$ cat config.mk
export PLATFORM = sky130hd
export DESIGN_NAME = wpt_i2c_target
export DESIGN_NICKNAME = d
export VERILOG_FILES = /design/src/wpt_pkg.sv /design/src/wpt_i2c_target.sv
export SDC_FILE = /design/constraint.sdc
export NUM_CORES = 1
export LEC_CHECK = 0
export BUFFER_PORTS_ARGS = -buffer_cell sky130_fd_sc_hd__buf_2
export CAP_MARGIN = 10
export CORE_ASPECT_RATIO = 1.2
export CORE_MARGIN = 10
export CORE_UTILIZATION = 67
export CTS_CLUSTER_DIAMETER = 40
export CTS_CLUSTER_SIZE = 24
export DETAILED_ROUTE_END_ITERATION = 16
export HOLD_SLACK_MARGIN = 0.02
export PLACE_DENSITY = 0.84
export SKIP_LAST_GASP = 1
export SYNTH_ARGS = -nofsm -noshare
export SYNTH_HDL_FRONTEND = slang
export SYNTH_SLANG_ARGS = --single-unit
$ cat constraint.sdc
create_clock -name sys_clk -period 7.2 [get_ports sys_clk]
set_clock_uncertainty 0.2 [all_clocks]
set_input_delay 1.08 -clock sys_clk [delete_from_list [all_inputs] [get_ports sys_clk]]
set_output_delay 1.08 -clock sys_clk [all_outputs]
set_load 0.01 [all_outputs]
$ cat src/wpt_pkg.sv
/*
  Shared constants, types and helpers for the I2C wiper command target.
  Assumes a 50 ns system clock; timing counts derive from that period.
*/
package wpt_pkg;
  // ==========================================================================
  // Timing
  localparam int CLK_NS      = 50;
  localparam int STORE_NS    = 18_000_000;
  localparam int STORE_CYC   = STORE_NS / CLK_NS;
  localparam int REFRESH_NS  = 25_000;
  localparam int REFRESH_CYC = REFRESH_NS / CLK_NS;
  localparam int BUSY_W      = 19;
  localparam int REF_W       = 10;

  // ==========================================================================
  // Addresses, reset values, codes
  localparam logic [6:0] ADDR_OPT0     = 7'h2f;
  localparam logic [6:0] ADDR_OPT1     = 7'h2c;
  localparam logic [7:0] MIDSCALE      = 8'h40;
  localparam logic [3:0] BITS_PER_BYTE = 4'h8;
  localparam logic [2:0] CMD_NOP       = 3'h0;
  localparam logic [2:0] CMD_STORE     = 3'h1;
  localparam logic [2:0] CMD_LOAD      = 3'h2;
  localparam logic [2:0] CMD_SHUT      = 3'h3;
  localparam logic [2:0] CMD_RESET     = 3'h4;
  localparam logic [2:0] CMD_RD_WIPER  = 3'h5;
  localparam logic [2:0] CMD_RD_EE     = 3'h6;
  localparam logic [2:0] CMD_UNUSED    = 3'h7;
  localparam logic [1:0] EE_SEL_WIPER  = 2'h0;
  localparam logic [1:0] EE_SEL_TOL    = 2'h1;

  // ==========================================================================
  // Types
  typedef enum logic [3:0] {ST_IDLE, ST_ADDR, ST_ADDR_ACK, ST_RX, ST_WACK, ST_TX_LOAD, ST_TX, ST_TACK, ST_IGNORE}
    wpt_phase_t;

  typedef struct packed {
    logic [2:0]        sclP;
    logic [2:0]        sdaP;
    wpt_phase_t        phase;
    logic [3:0]        bitCnt;
    logic [7:0]        shift;
    logic              rw;
    logic              byteIdx;
    logic [7:0]        cmdHi;
    logic [7:0]        txShift;
    logic [7:0]        txData;
    logic              readArmed;
    logic [7:0]        wiper;
    logic [7:0]        eeprom;
    logic              shutdown;
    logic [BUSY_W-1:0] busyCnt;
    logic              busy;
    logic [REF_W-1:0]  refreshCnt;
    logic              preset;
    logic              sdaOe;
    logic              sdaOut;
  } wpt_state_t;

  // Bits of the wiper word that a variant keeps
  function automatic logic [7:0] wpt_mask(input int positions);
    if (positions == 32) return 8'hfc;
    if (positions == 64) return 8'hfe;
    return 8'hff;
  endfunction : wpt_mask
endpackage : wpt_pkg

$ cat src/wpt_i2c_target.sv
/*
  I2C target and 16-bit command decoder of a nonvolatile digital potentiometer.
  Assumes SCL/SDA arrive asynchronously from an open-drain bus with pull-ups;
  the bench resolves SDA from sdaOe (low while high). EEPROM is modelled by flops.
*/
// How it works
// - Works at 100 and 400 kHz SCL
// - Only seven-bit addresses, no general call
// - Address match acknowledged in ninth clock
// - R/W bit high reads, low writes
// - Nine clocks per byte, SDA moves low
// - Address is one of two build options
// - Sixteen-bit command word, MSB first
// - Bits ten to eight select operation
// - Load command copies data to wiper
// - Smaller variants ignore low data bits
// - Write: address, two acked bytes, stop
// - Further word pairs accepted per transfer
// - Store locks interface, address not acked
// - Readback: command transfer, then two-byte read
// - NACK on first byte stops transmission
// - Each read needs fresh read command
// - EEPROM select: saved wiper or tolerance
// - Software reset reloads wiper from EEPROM
// - Shutdown follows data bit zero
// - Store copies wiper into EEPROM
// - Store lasts 18 ms, locked throughout
// - Power-on preset restores EEPROM into wiper
`timescale 1ns/10ps
`default_nettype none

module wpt_i2c_target #(
  parameter int         POSITIONS = 128,
  parameter bit         ADDR_SEL  = 1'b0,
  parameter int         STORE_CYC = wpt_pkg::STORE_CYC,
  parameter logic [7:0] TOLERANCE = 8'h00  // Arbitrary factory tolerance code
) (
  input  wire logic       sys_clk,
  input  wire logic       rst_n,
  input  wire logic       sclIn,
  input  wire logic       sdaIn,
  output logic            sdaOut,
  output logic            sdaOe,
  output logic [7:0]      wiperSetting,
  output logic            shutdownMode,
  output logic            eepromBusy
);
  // ==========================================================================
  // Local constants and reset synchroniser
  localparam logic [7:0] MASK    = wpt_pkg::wpt_mask(POSITIONS);
  localparam logic [6:0] OWN_ADR = ADDR_SEL ? wpt_pkg::ADDR_OPT1 : wpt_pkg::ADDR_OPT0;

  logic [1:0]          rstPipe_ff;
  logic                rstSync_n;
  wpt_pkg::wpt_state_t s_ff;
  wpt_pkg::wpt_state_t nxt_s;
  logic                sclRise;
  logic                sclFall;
  logic                startCond;
  logic                stopCond;
  logic                sdaS;
  logic                exec;
  logic [2:0]          cmd;

  always_ff @(posedge sys_clk or negedge rst_n) begin
    if (!rst_n) begin
      rstPipe_ff <= 2'h0;
    end else begin
      rstPipe_ff <= {rstPipe_ff[0], 1'b1};
    end
  end
  assign rstSync_n = rstPipe_ff[1];

  // ==========================================================================
  // Bus event detection on the second and third sampling stages
  assign sdaS      = s_ff.sdaP[1];
  assign sclRise   = s_ff.sclP[1] & ~s_ff.sclP[2];
  assign sclFall   = ~s_ff.sclP[1] & s_ff.sclP[2];
  assign startCond = s_ff.sclP[1] & s_ff.sclP[2] & s_ff.sdaP[2] & ~s_ff.sdaP[1];
  assign stopCond  = s_ff.sclP[1] & s_ff.sclP[2] & ~s_ff.sdaP[2] & s_ff.sdaP[1];
  assign cmd       = s_ff.cmdHi[2:0];

  // ==========================================================================
  // Next-state logic
  always_comb begin
    nxt_s        = s_ff;
    exec         = 1'b0;
    nxt_s.sclP   = {s_ff.sclP[1:0], sclIn};
    nxt_s.sdaP   = {s_ff.sdaP[1:0], sdaIn};
    nxt_s.sdaOut = 1'b0;
    if (s_ff.preset) begin
      nxt_s.wiper  = s_ff.eeprom & MASK;
      nxt_s.preset = 1'b0;
    end
    if (s_ff.busyCnt != '0) begin
      nxt_s.busyCnt = s_ff.busyCnt - 1'b1;
    end
    if (s_ff.refreshCnt != '0) begin
      nxt_s.refreshCnt = s_ff.refreshCnt - 1'b1;
      if (s_ff.refreshCnt == wpt_pkg::REF_W'(1)) begin
        nxt_s.wiper = s_ff.eeprom & MASK;
      end
    end
    if (startCond) begin
      nxt_s.phase  = wpt_pkg::ST_ADDR;
      nxt_s.bitCnt = 4'h0;
      nxt_s.sdaOe  = 1'b0;
    end else if (stopCond) begin
      nxt_s.phase = wpt_pkg::ST_IDLE;
      nxt_s.sdaOe = 1'b0;
    end else begin
      unique case (s_ff.phase)
        wpt_pkg::ST_IDLE, wpt_pkg::ST_IGNORE: begin
        end
        wpt_pkg::ST_ADDR, wpt_pkg::ST_RX: begin
          if (sclRise && s_ff.bitCnt < wpt_pkg::BITS_PER_BYTE) begin
            nxt_s.shift  = {s_ff.shift[6:0], sdaS};
            nxt_s.bitCnt = s_ff.bitCnt + 4'h1;
          end else if (sclFall && s_ff.bitCnt == wpt_pkg::BITS_PER_BYTE) begin
            if (s_ff.phase == wpt_pkg::ST_ADDR) begin
              nxt_s.rw = s_ff.shift[0];
              if (s_ff.shift[7:1] == OWN_ADR && s_ff.busyCnt == '0) begin
                nxt_s.phase = wpt_pkg::ST_ADDR_ACK;
                nxt_s.sdaOe = 1'b1;
              end else begin
                nxt_s.phase = wpt_pkg::ST_IGNORE;
              end
            end else begin
              nxt_s.phase   = wpt_pkg::ST_WACK;
              nxt_s.sdaOe   = 1'b1;
              nxt_s.byteIdx = ~s_ff.byteIdx;
              if (!s_ff.byteIdx) begin
                nxt_s.cmdHi = s_ff.shift;
              end else begin
                exec = 1'b1;
              end
            end
          end
        end
        wpt_pkg::ST_ADDR_ACK: begin
          if (sclFall) begin
            nxt_s.bitCnt  = 4'h0;
            nxt_s.byteIdx = 1'b0;
            if (s_ff.rw) begin
              nxt_s.phase     = wpt_pkg::ST_TX;
              nxt_s.txShift   = 8'h00;
              nxt_s.sdaOe     = 1'b1;
              nxt_s.readArmed = 1'b0;
              if (!s_ff.readArmed) begin
                nxt_s.txData = 8'h00;
              end
            end else begin
              nxt_s.phase = wpt_pkg::ST_RX;
              nxt_s.sdaOe = 1'b0;
            end
          end
        end
        wpt_pkg::ST_WACK: begin
          if (sclFall) begin
            nxt_s.sdaOe  = 1'b0;
            nxt_s.bitCnt = 4'h0;
            nxt_s.phase  = (s_ff.busyCnt != '0) ? wpt_pkg::ST_IGNORE : wpt_pkg::ST_RX;
          end
        end
        wpt_pkg::ST_TX_LOAD: begin
          if (sclFall) begin
            nxt_s.txShift = s_ff.txData;
            nxt_s.sdaOe   = ~s_ff.txData[7];
            nxt_s.phase   = wpt_pkg::ST_TX;
            nxt_s.bitCnt  = 4'h0;
          end
        end
        wpt_pkg::ST_TX: begin
          if (sclRise) begin
            nxt_s.bitCnt = s_ff.bitCnt + 4'h1;
          end else if (sclFall) begin
            if (s_ff.bitCnt == wpt_pkg::BITS_PER_BYTE) begin
              nxt_s.phase = wpt_pkg::ST_TACK;
              nxt_s.sdaOe = 1'b0;
            end else begin
              nxt_s.sdaOe   = ~s_ff.txShift[6];
              nxt_s.txShift = {s_ff.txShift[6:0], 1'b0};
            end
          end
        end
        wpt_pkg::ST_TACK: begin
          if (sclRise) begin
            if (!sdaS && !s_ff.byteIdx) begin
              nxt_s.phase   = wpt_pkg::ST_TX_LOAD;
              nxt_s.byteIdx = 1'b1;
            end else begin
              nxt_s.phase = wpt_pkg::ST_IGNORE;
            end
          end
        end
        default: begin
          nxt_s.phase = wpt_pkg::ST_IDLE;
          nxt_s.sdaOe = 1'b0;
        end
      endcase
    end
    if (exec) begin
      unique case (cmd)
        wpt_pkg::CMD_NOP, wpt_pkg::CMD_UNUSED: begin
        end
        wpt_pkg::CMD_STORE: begin
          nxt_s.eeprom  = s_ff.wiper;
          nxt_s.busyCnt = BUSY_W_CAST(STORE_CYC);
        end
        wpt_pkg::CMD_LOAD: begin
          nxt_s.wiper = s_ff.shift & MASK;
        end
        wpt_pkg::CMD_SHUT: begin
          nxt_s.shutdown = s_ff.shift[0];
        end
        wpt_pkg::CMD_RESET: begin
          nxt_s.refreshCnt = wpt_pkg::REF_W'(wpt_pkg::REFRESH_CYC);
        end
        wpt_pkg::CMD_RD_WIPER: begin
          nxt_s.txData    = s_ff.wiper & MASK;
          nxt_s.readArmed = 1'b1;
        end
        wpt_pkg::CMD_RD_EE: begin
          nxt_s.readArmed = 1'b1;
          if (s_ff.shift[1:0] == wpt_pkg::EE_SEL_WIPER) begin
            nxt_s.txData = s_ff.eeprom & MASK;
          end else if (s_ff.shift[1:0] == wpt_pkg::EE_SEL_TOL) begin
            nxt_s.txData = TOLERANCE;
          end else begin
            nxt_s.txData = 8'h00;
          end
        end
      endcase
    end
    nxt_s.busy = (nxt_s.busyCnt != '0);
  end

  function automatic logic [wpt_pkg::BUSY_W-1:0] BUSY_W_CAST(input int v);
    return wpt_pkg::BUSY_W'(v);
  endfunction : BUSY_W_CAST

  always_ff @(posedge sys_clk or negedge rstSync_n) begin
    if (!rstSync_n) begin
      s_ff        <= '0;
      s_ff.sclP   <= 3'h7;
      s_ff.sdaP   <= 3'h7;
      s_ff.eeprom <= wpt_pkg::MIDSCALE;
      s_ff.preset <= 1'b1;
    end else begin
      s_ff <= nxt_s;
    end
  end

  assign sdaOut       = s_ff.sdaOut;
  assign sdaOe        = s_ff.sdaOe;
  assign wiperSetting = s_ff.wiper;
  assign shutdownMode = s_ff.shutdown;
  assign eepromBusy   = s_ff.busy;
endmodule : wpt_i2c_target

`default_nettype wire

==> flow_summary_export.csv <==
group,metric,value,unit
routing,wl,10.2,mm
power_and_ir_drop,p_leak,0.00251,uW
critical_path,r2r_end,"eepromBusy",
power_and_ir_drop,pwr-share-seq,0.290,
critical_path,cp-startpoint,"s_ff[89]",
layout,layout.nets,520,
critical_path,cp_max_fo,21,
sta,max-slew-margin-rel,0.497,
synth,seq_area_frac_synth,0.477,
critical_path,worstPathArrival,3.12,ns
place,dpl.hpwl,7.20,mm
global_route,grt_usage,0.181,
sta,fin_crit_sh,0.421,
power_and_ir_drop,p_sw_frac,0.427,
global_route,grt-ovfl-total,0,
clock_network,hold_buffers,0,
routing,ant_nets,0,
place,dpl_worst_slack,4.17,ns
clock_network,clk_path_buf_depth,2,
layout,layout-drive-gt1-share,0.155,
sta,finalSetupViolCount,0,
power_and_ir_drop,power,2760,uW
clock_network,clock_latency,0.36,ns
synth,synthFlopType,"dfrtp_1",
power_and_ir_drop,switchingPower,1180,uW
global_route,grt_max_degree,54,
clock_network,cts.clk_slew.worst_paths,0.09,ns
synth,syn-mean-instance-area,9.71,sq um
sta,worst_pin_slew,0.753,ns
synth,synthesis.area,4950,sq um
global_route,grt_pass1_wl,17.2,mm
layout,finalNonFillerCells,606,
clock_network,clock_sinks,94,
clock_network,cts_tree,"done",
synth,async_flop_share,1.00,
min_path,hp-class,"reg -> async",
power_and_ir_drop,internal_power,1580,uW
critical_path,endpoint_kind,"flop",
die,rows,34,
clock_network,htree_levels,3,
critical_path,cpMaxStageDelayCell,"or4b_1",
clock_network,cts_setup_buffers,0,
power_and_ir_drop,share_comb_of_total_power,0.581,
sta,slew_violations,0,
critical_path,r2r_cells,6,
sta,rsz0062_at_grt,"no",
routing,first_pass_iters,5,
layout,nFillCells,520,
critical_path,crit_chain,"nor4bb_1 > nand4_2 > or4b_1 > nand4_1 > nor4_2 > nand4_1",
place,io_buffers,14,
status,outcome,"finished, final reports clean",
routing,initialDrtViolationCount,310,
synth,yosys_warnings,0,
power_and_ir_drop,clkPwrFrac,0.129,
sta,fin_tns_setup,0,ns
critical_path,start_kind,"flop",
die,pin_count,16,
die,start_util,0.685,
routing,wl_per_cell,16.8,um
global_route,grt_pass1_vias,3672,
place,dp.cells,589,
synth,synth_edf_count,0,
layout,num_antenna_cells,0,
clock_network,cts_resized,0,
place,gp_congestion,0.896,
routing,vias,3831,
synth,yosys_register_bits,94,
power_and_ir_drop,peakVddDrop,0.805,mV
die,die_area,11200,sq um
run,maxCapViolCount,0,
synth,syn_inst,510,
die,die_x,98.5,um
critical_path,cp.required,7.28,ns
clock_network,cts_buffers,9,
sta,setup_slack,4.17,ns
routing,remaining_drc_errors,0,
place,post_dp_cell_area,5000,sq um
routing,avgViaCountPerCell,6.32,
sta,fin_crit,3.03,ns
synth,ys_types,70,
die,core_area,7230,sq um
global_route,antenna_found_initial,0,
layout,final_area,5210,sq um
layout,syn_to_final_growth,5.25,%
critical_path,slowest_delay,0.89,ns
clock_network,cts_root_buffer,"clkbuf_8",
critical_path,worst_path_most_repeated_cell,"nand4_1",
power_and_ir_drop,p_per_area,530,nW/um^2
sta,finalHoldViolCount,0,
critical_path,reg2reg_from,"s_ff[89]",
critical_path,rrSetupSlack,4.17,ns
critical_path,crit_type,"reg -> reg",
die,fp.dieH,114,um
sta,fmax,330,MHz
## cells in the mapped netlist, drive strengths merged (10+ instances only)
library cell | n | area (sq um)
dfrtp | 86 | 2150
nand2 | 72 | 270
nor2 | 45 | 176
o21ai | 32 | 160
buf | 23 | 140
a21oi | 22 | 114
a22oi | 15 | 113
inv | 14 | 52.6
mux2 | 14 | 158
nand3 | 14 | 75.1
mux2i | 12 | 120
nand2b | 12 | 75.1
nor3 | 11 | 55.1
nor4 | 10 | 118
## layer usage
| metal | part of all wire | track usage | vias to the layer above |
|---|---|---|---|
| met1 | 0.42 | 0.223 | 1868 |
| li1 | - | - | 1814 |
| met2 | 0.52 | 0.302 | 124 |
| met3 | 0.043 | 0.0314 | 25 |
| met4 | 0.026 | 0.0890 | 0 |
| met5 | 0 | 0 | - |
## sequential cells by signal (all words and copies together), names as in the netlist
signal and flops:
cmd 3, eepromBusy 1, nxt_s 4, rstPipe_ff 2, s_ff 74, sdaOe 1, shutdownMode 1, wiperSetting 8
## power groups by stage
stage / logic, uW / clock network (uW) / registers (uW)
floorplan: 1370 / 0 / 750
global placement: 1540 / 0 / 798
detailed placement: 1590 / 0 / 807
CTS: 1590 / 367 / 797
global route: 1790 / 388 / 817
finish: 1600 / 357 / 802
## worst max path at each step
stage,to,slack (ns),cells past startpoint
finish,eepromBusy,4.17,6
global route,eepromBusy,4.00,6
CTS,eepromBusy,4.18,6
detailed placement,eepromBusy,4.17,6
global placement,eepromBusy,4.30,6
floorplan,cmd[0],4.20,0
## critical path: cells and delay by family, from the launching register on
family	cells	cell delay (ns)
simple gates	6	2.06
flops	1	0.70
## cells by family (layout without fill, tap and decap cells)
logic type                 Yosys count  after routing  share of synthesized area
other                                2              3                    0.00152
muxes                               26             26                     0.0561
DFF                                 94             94                      0.477
adders and majority gates            5              5                     0.0126
AOI/OAI and AO/OA                  109            109                      0.144
buffers and inverters               43             48                     0.0434
xor gates and xnor gates            15             15                     0.0265
and+or+nand+nor                    216            216                      0.239
## area by class of cell
class	instances	area, sq um	area share
Timing Repair Buffer	18	97.6	0.0187
Clock buffer	10	138	0.0264
Inverter	14	52.6	0.0101
Sequential cell	94	2370	0.454
Tap cell	90	113	0.0216
Clock inverter	6	67.6	0.0130
Multi-Input combinational cell	374	2380	0.456
## stage by stage
stage / hold WS [ns] / util
2_1_floorplan: 0.131 / -
3_3_place_gp: 0.120 / 0.692
3_5_place_dp: 0.127 / 0.692
4_1_cts: 0.122 / 0.720
5_1_grt: 0.147 / 0.721
6_report: 0.104 / 0.721
## cells in the final DEF (no fill, tap or decap), types with 3 or more instances in the layout
master | synthesis | routed
o31ai_1 | 5 | 5
buf_4 | 9 | 3
nor2_1 | 44 | 44
xor2_1 | 8 | 8
dfstp_2 | 8 | 8
o21ai_0 | 32 | 32
and2_1 | 3 | 3
nor4_2 | 4 | 4
a31oi_1 | 4 | 4
nand2_1 | 72 | 72
a211oi_1 | 4 | 4
mux2_2 | 14 | 14
dfrtp_1 | 86 | 85
ha_1 | 5 | 5
clkbuf_8 | 0 | 10
a22oi_1 | 15 | 15
nand2b_1 | 12 | 12
xnor2_1 | 7 | 7
conb_1 | 2 | 3
nand4_1 | 6 | 6
a21oi_1 | 21 | 21
or3_1 | 6 | 6
or4_1 | 6 | 6
inv_1 | 14 | 14
nand3_1 | 13 | 13
nor3_1 | 11 | 11
nor2b_1 | 6 | 6
nor4_1 | 4 | 4
mux2i_1 | 12 | 12
o22ai_1 | 6 | 6
buf_2 | 10 | 14
(Power assumes the default switching activity.)
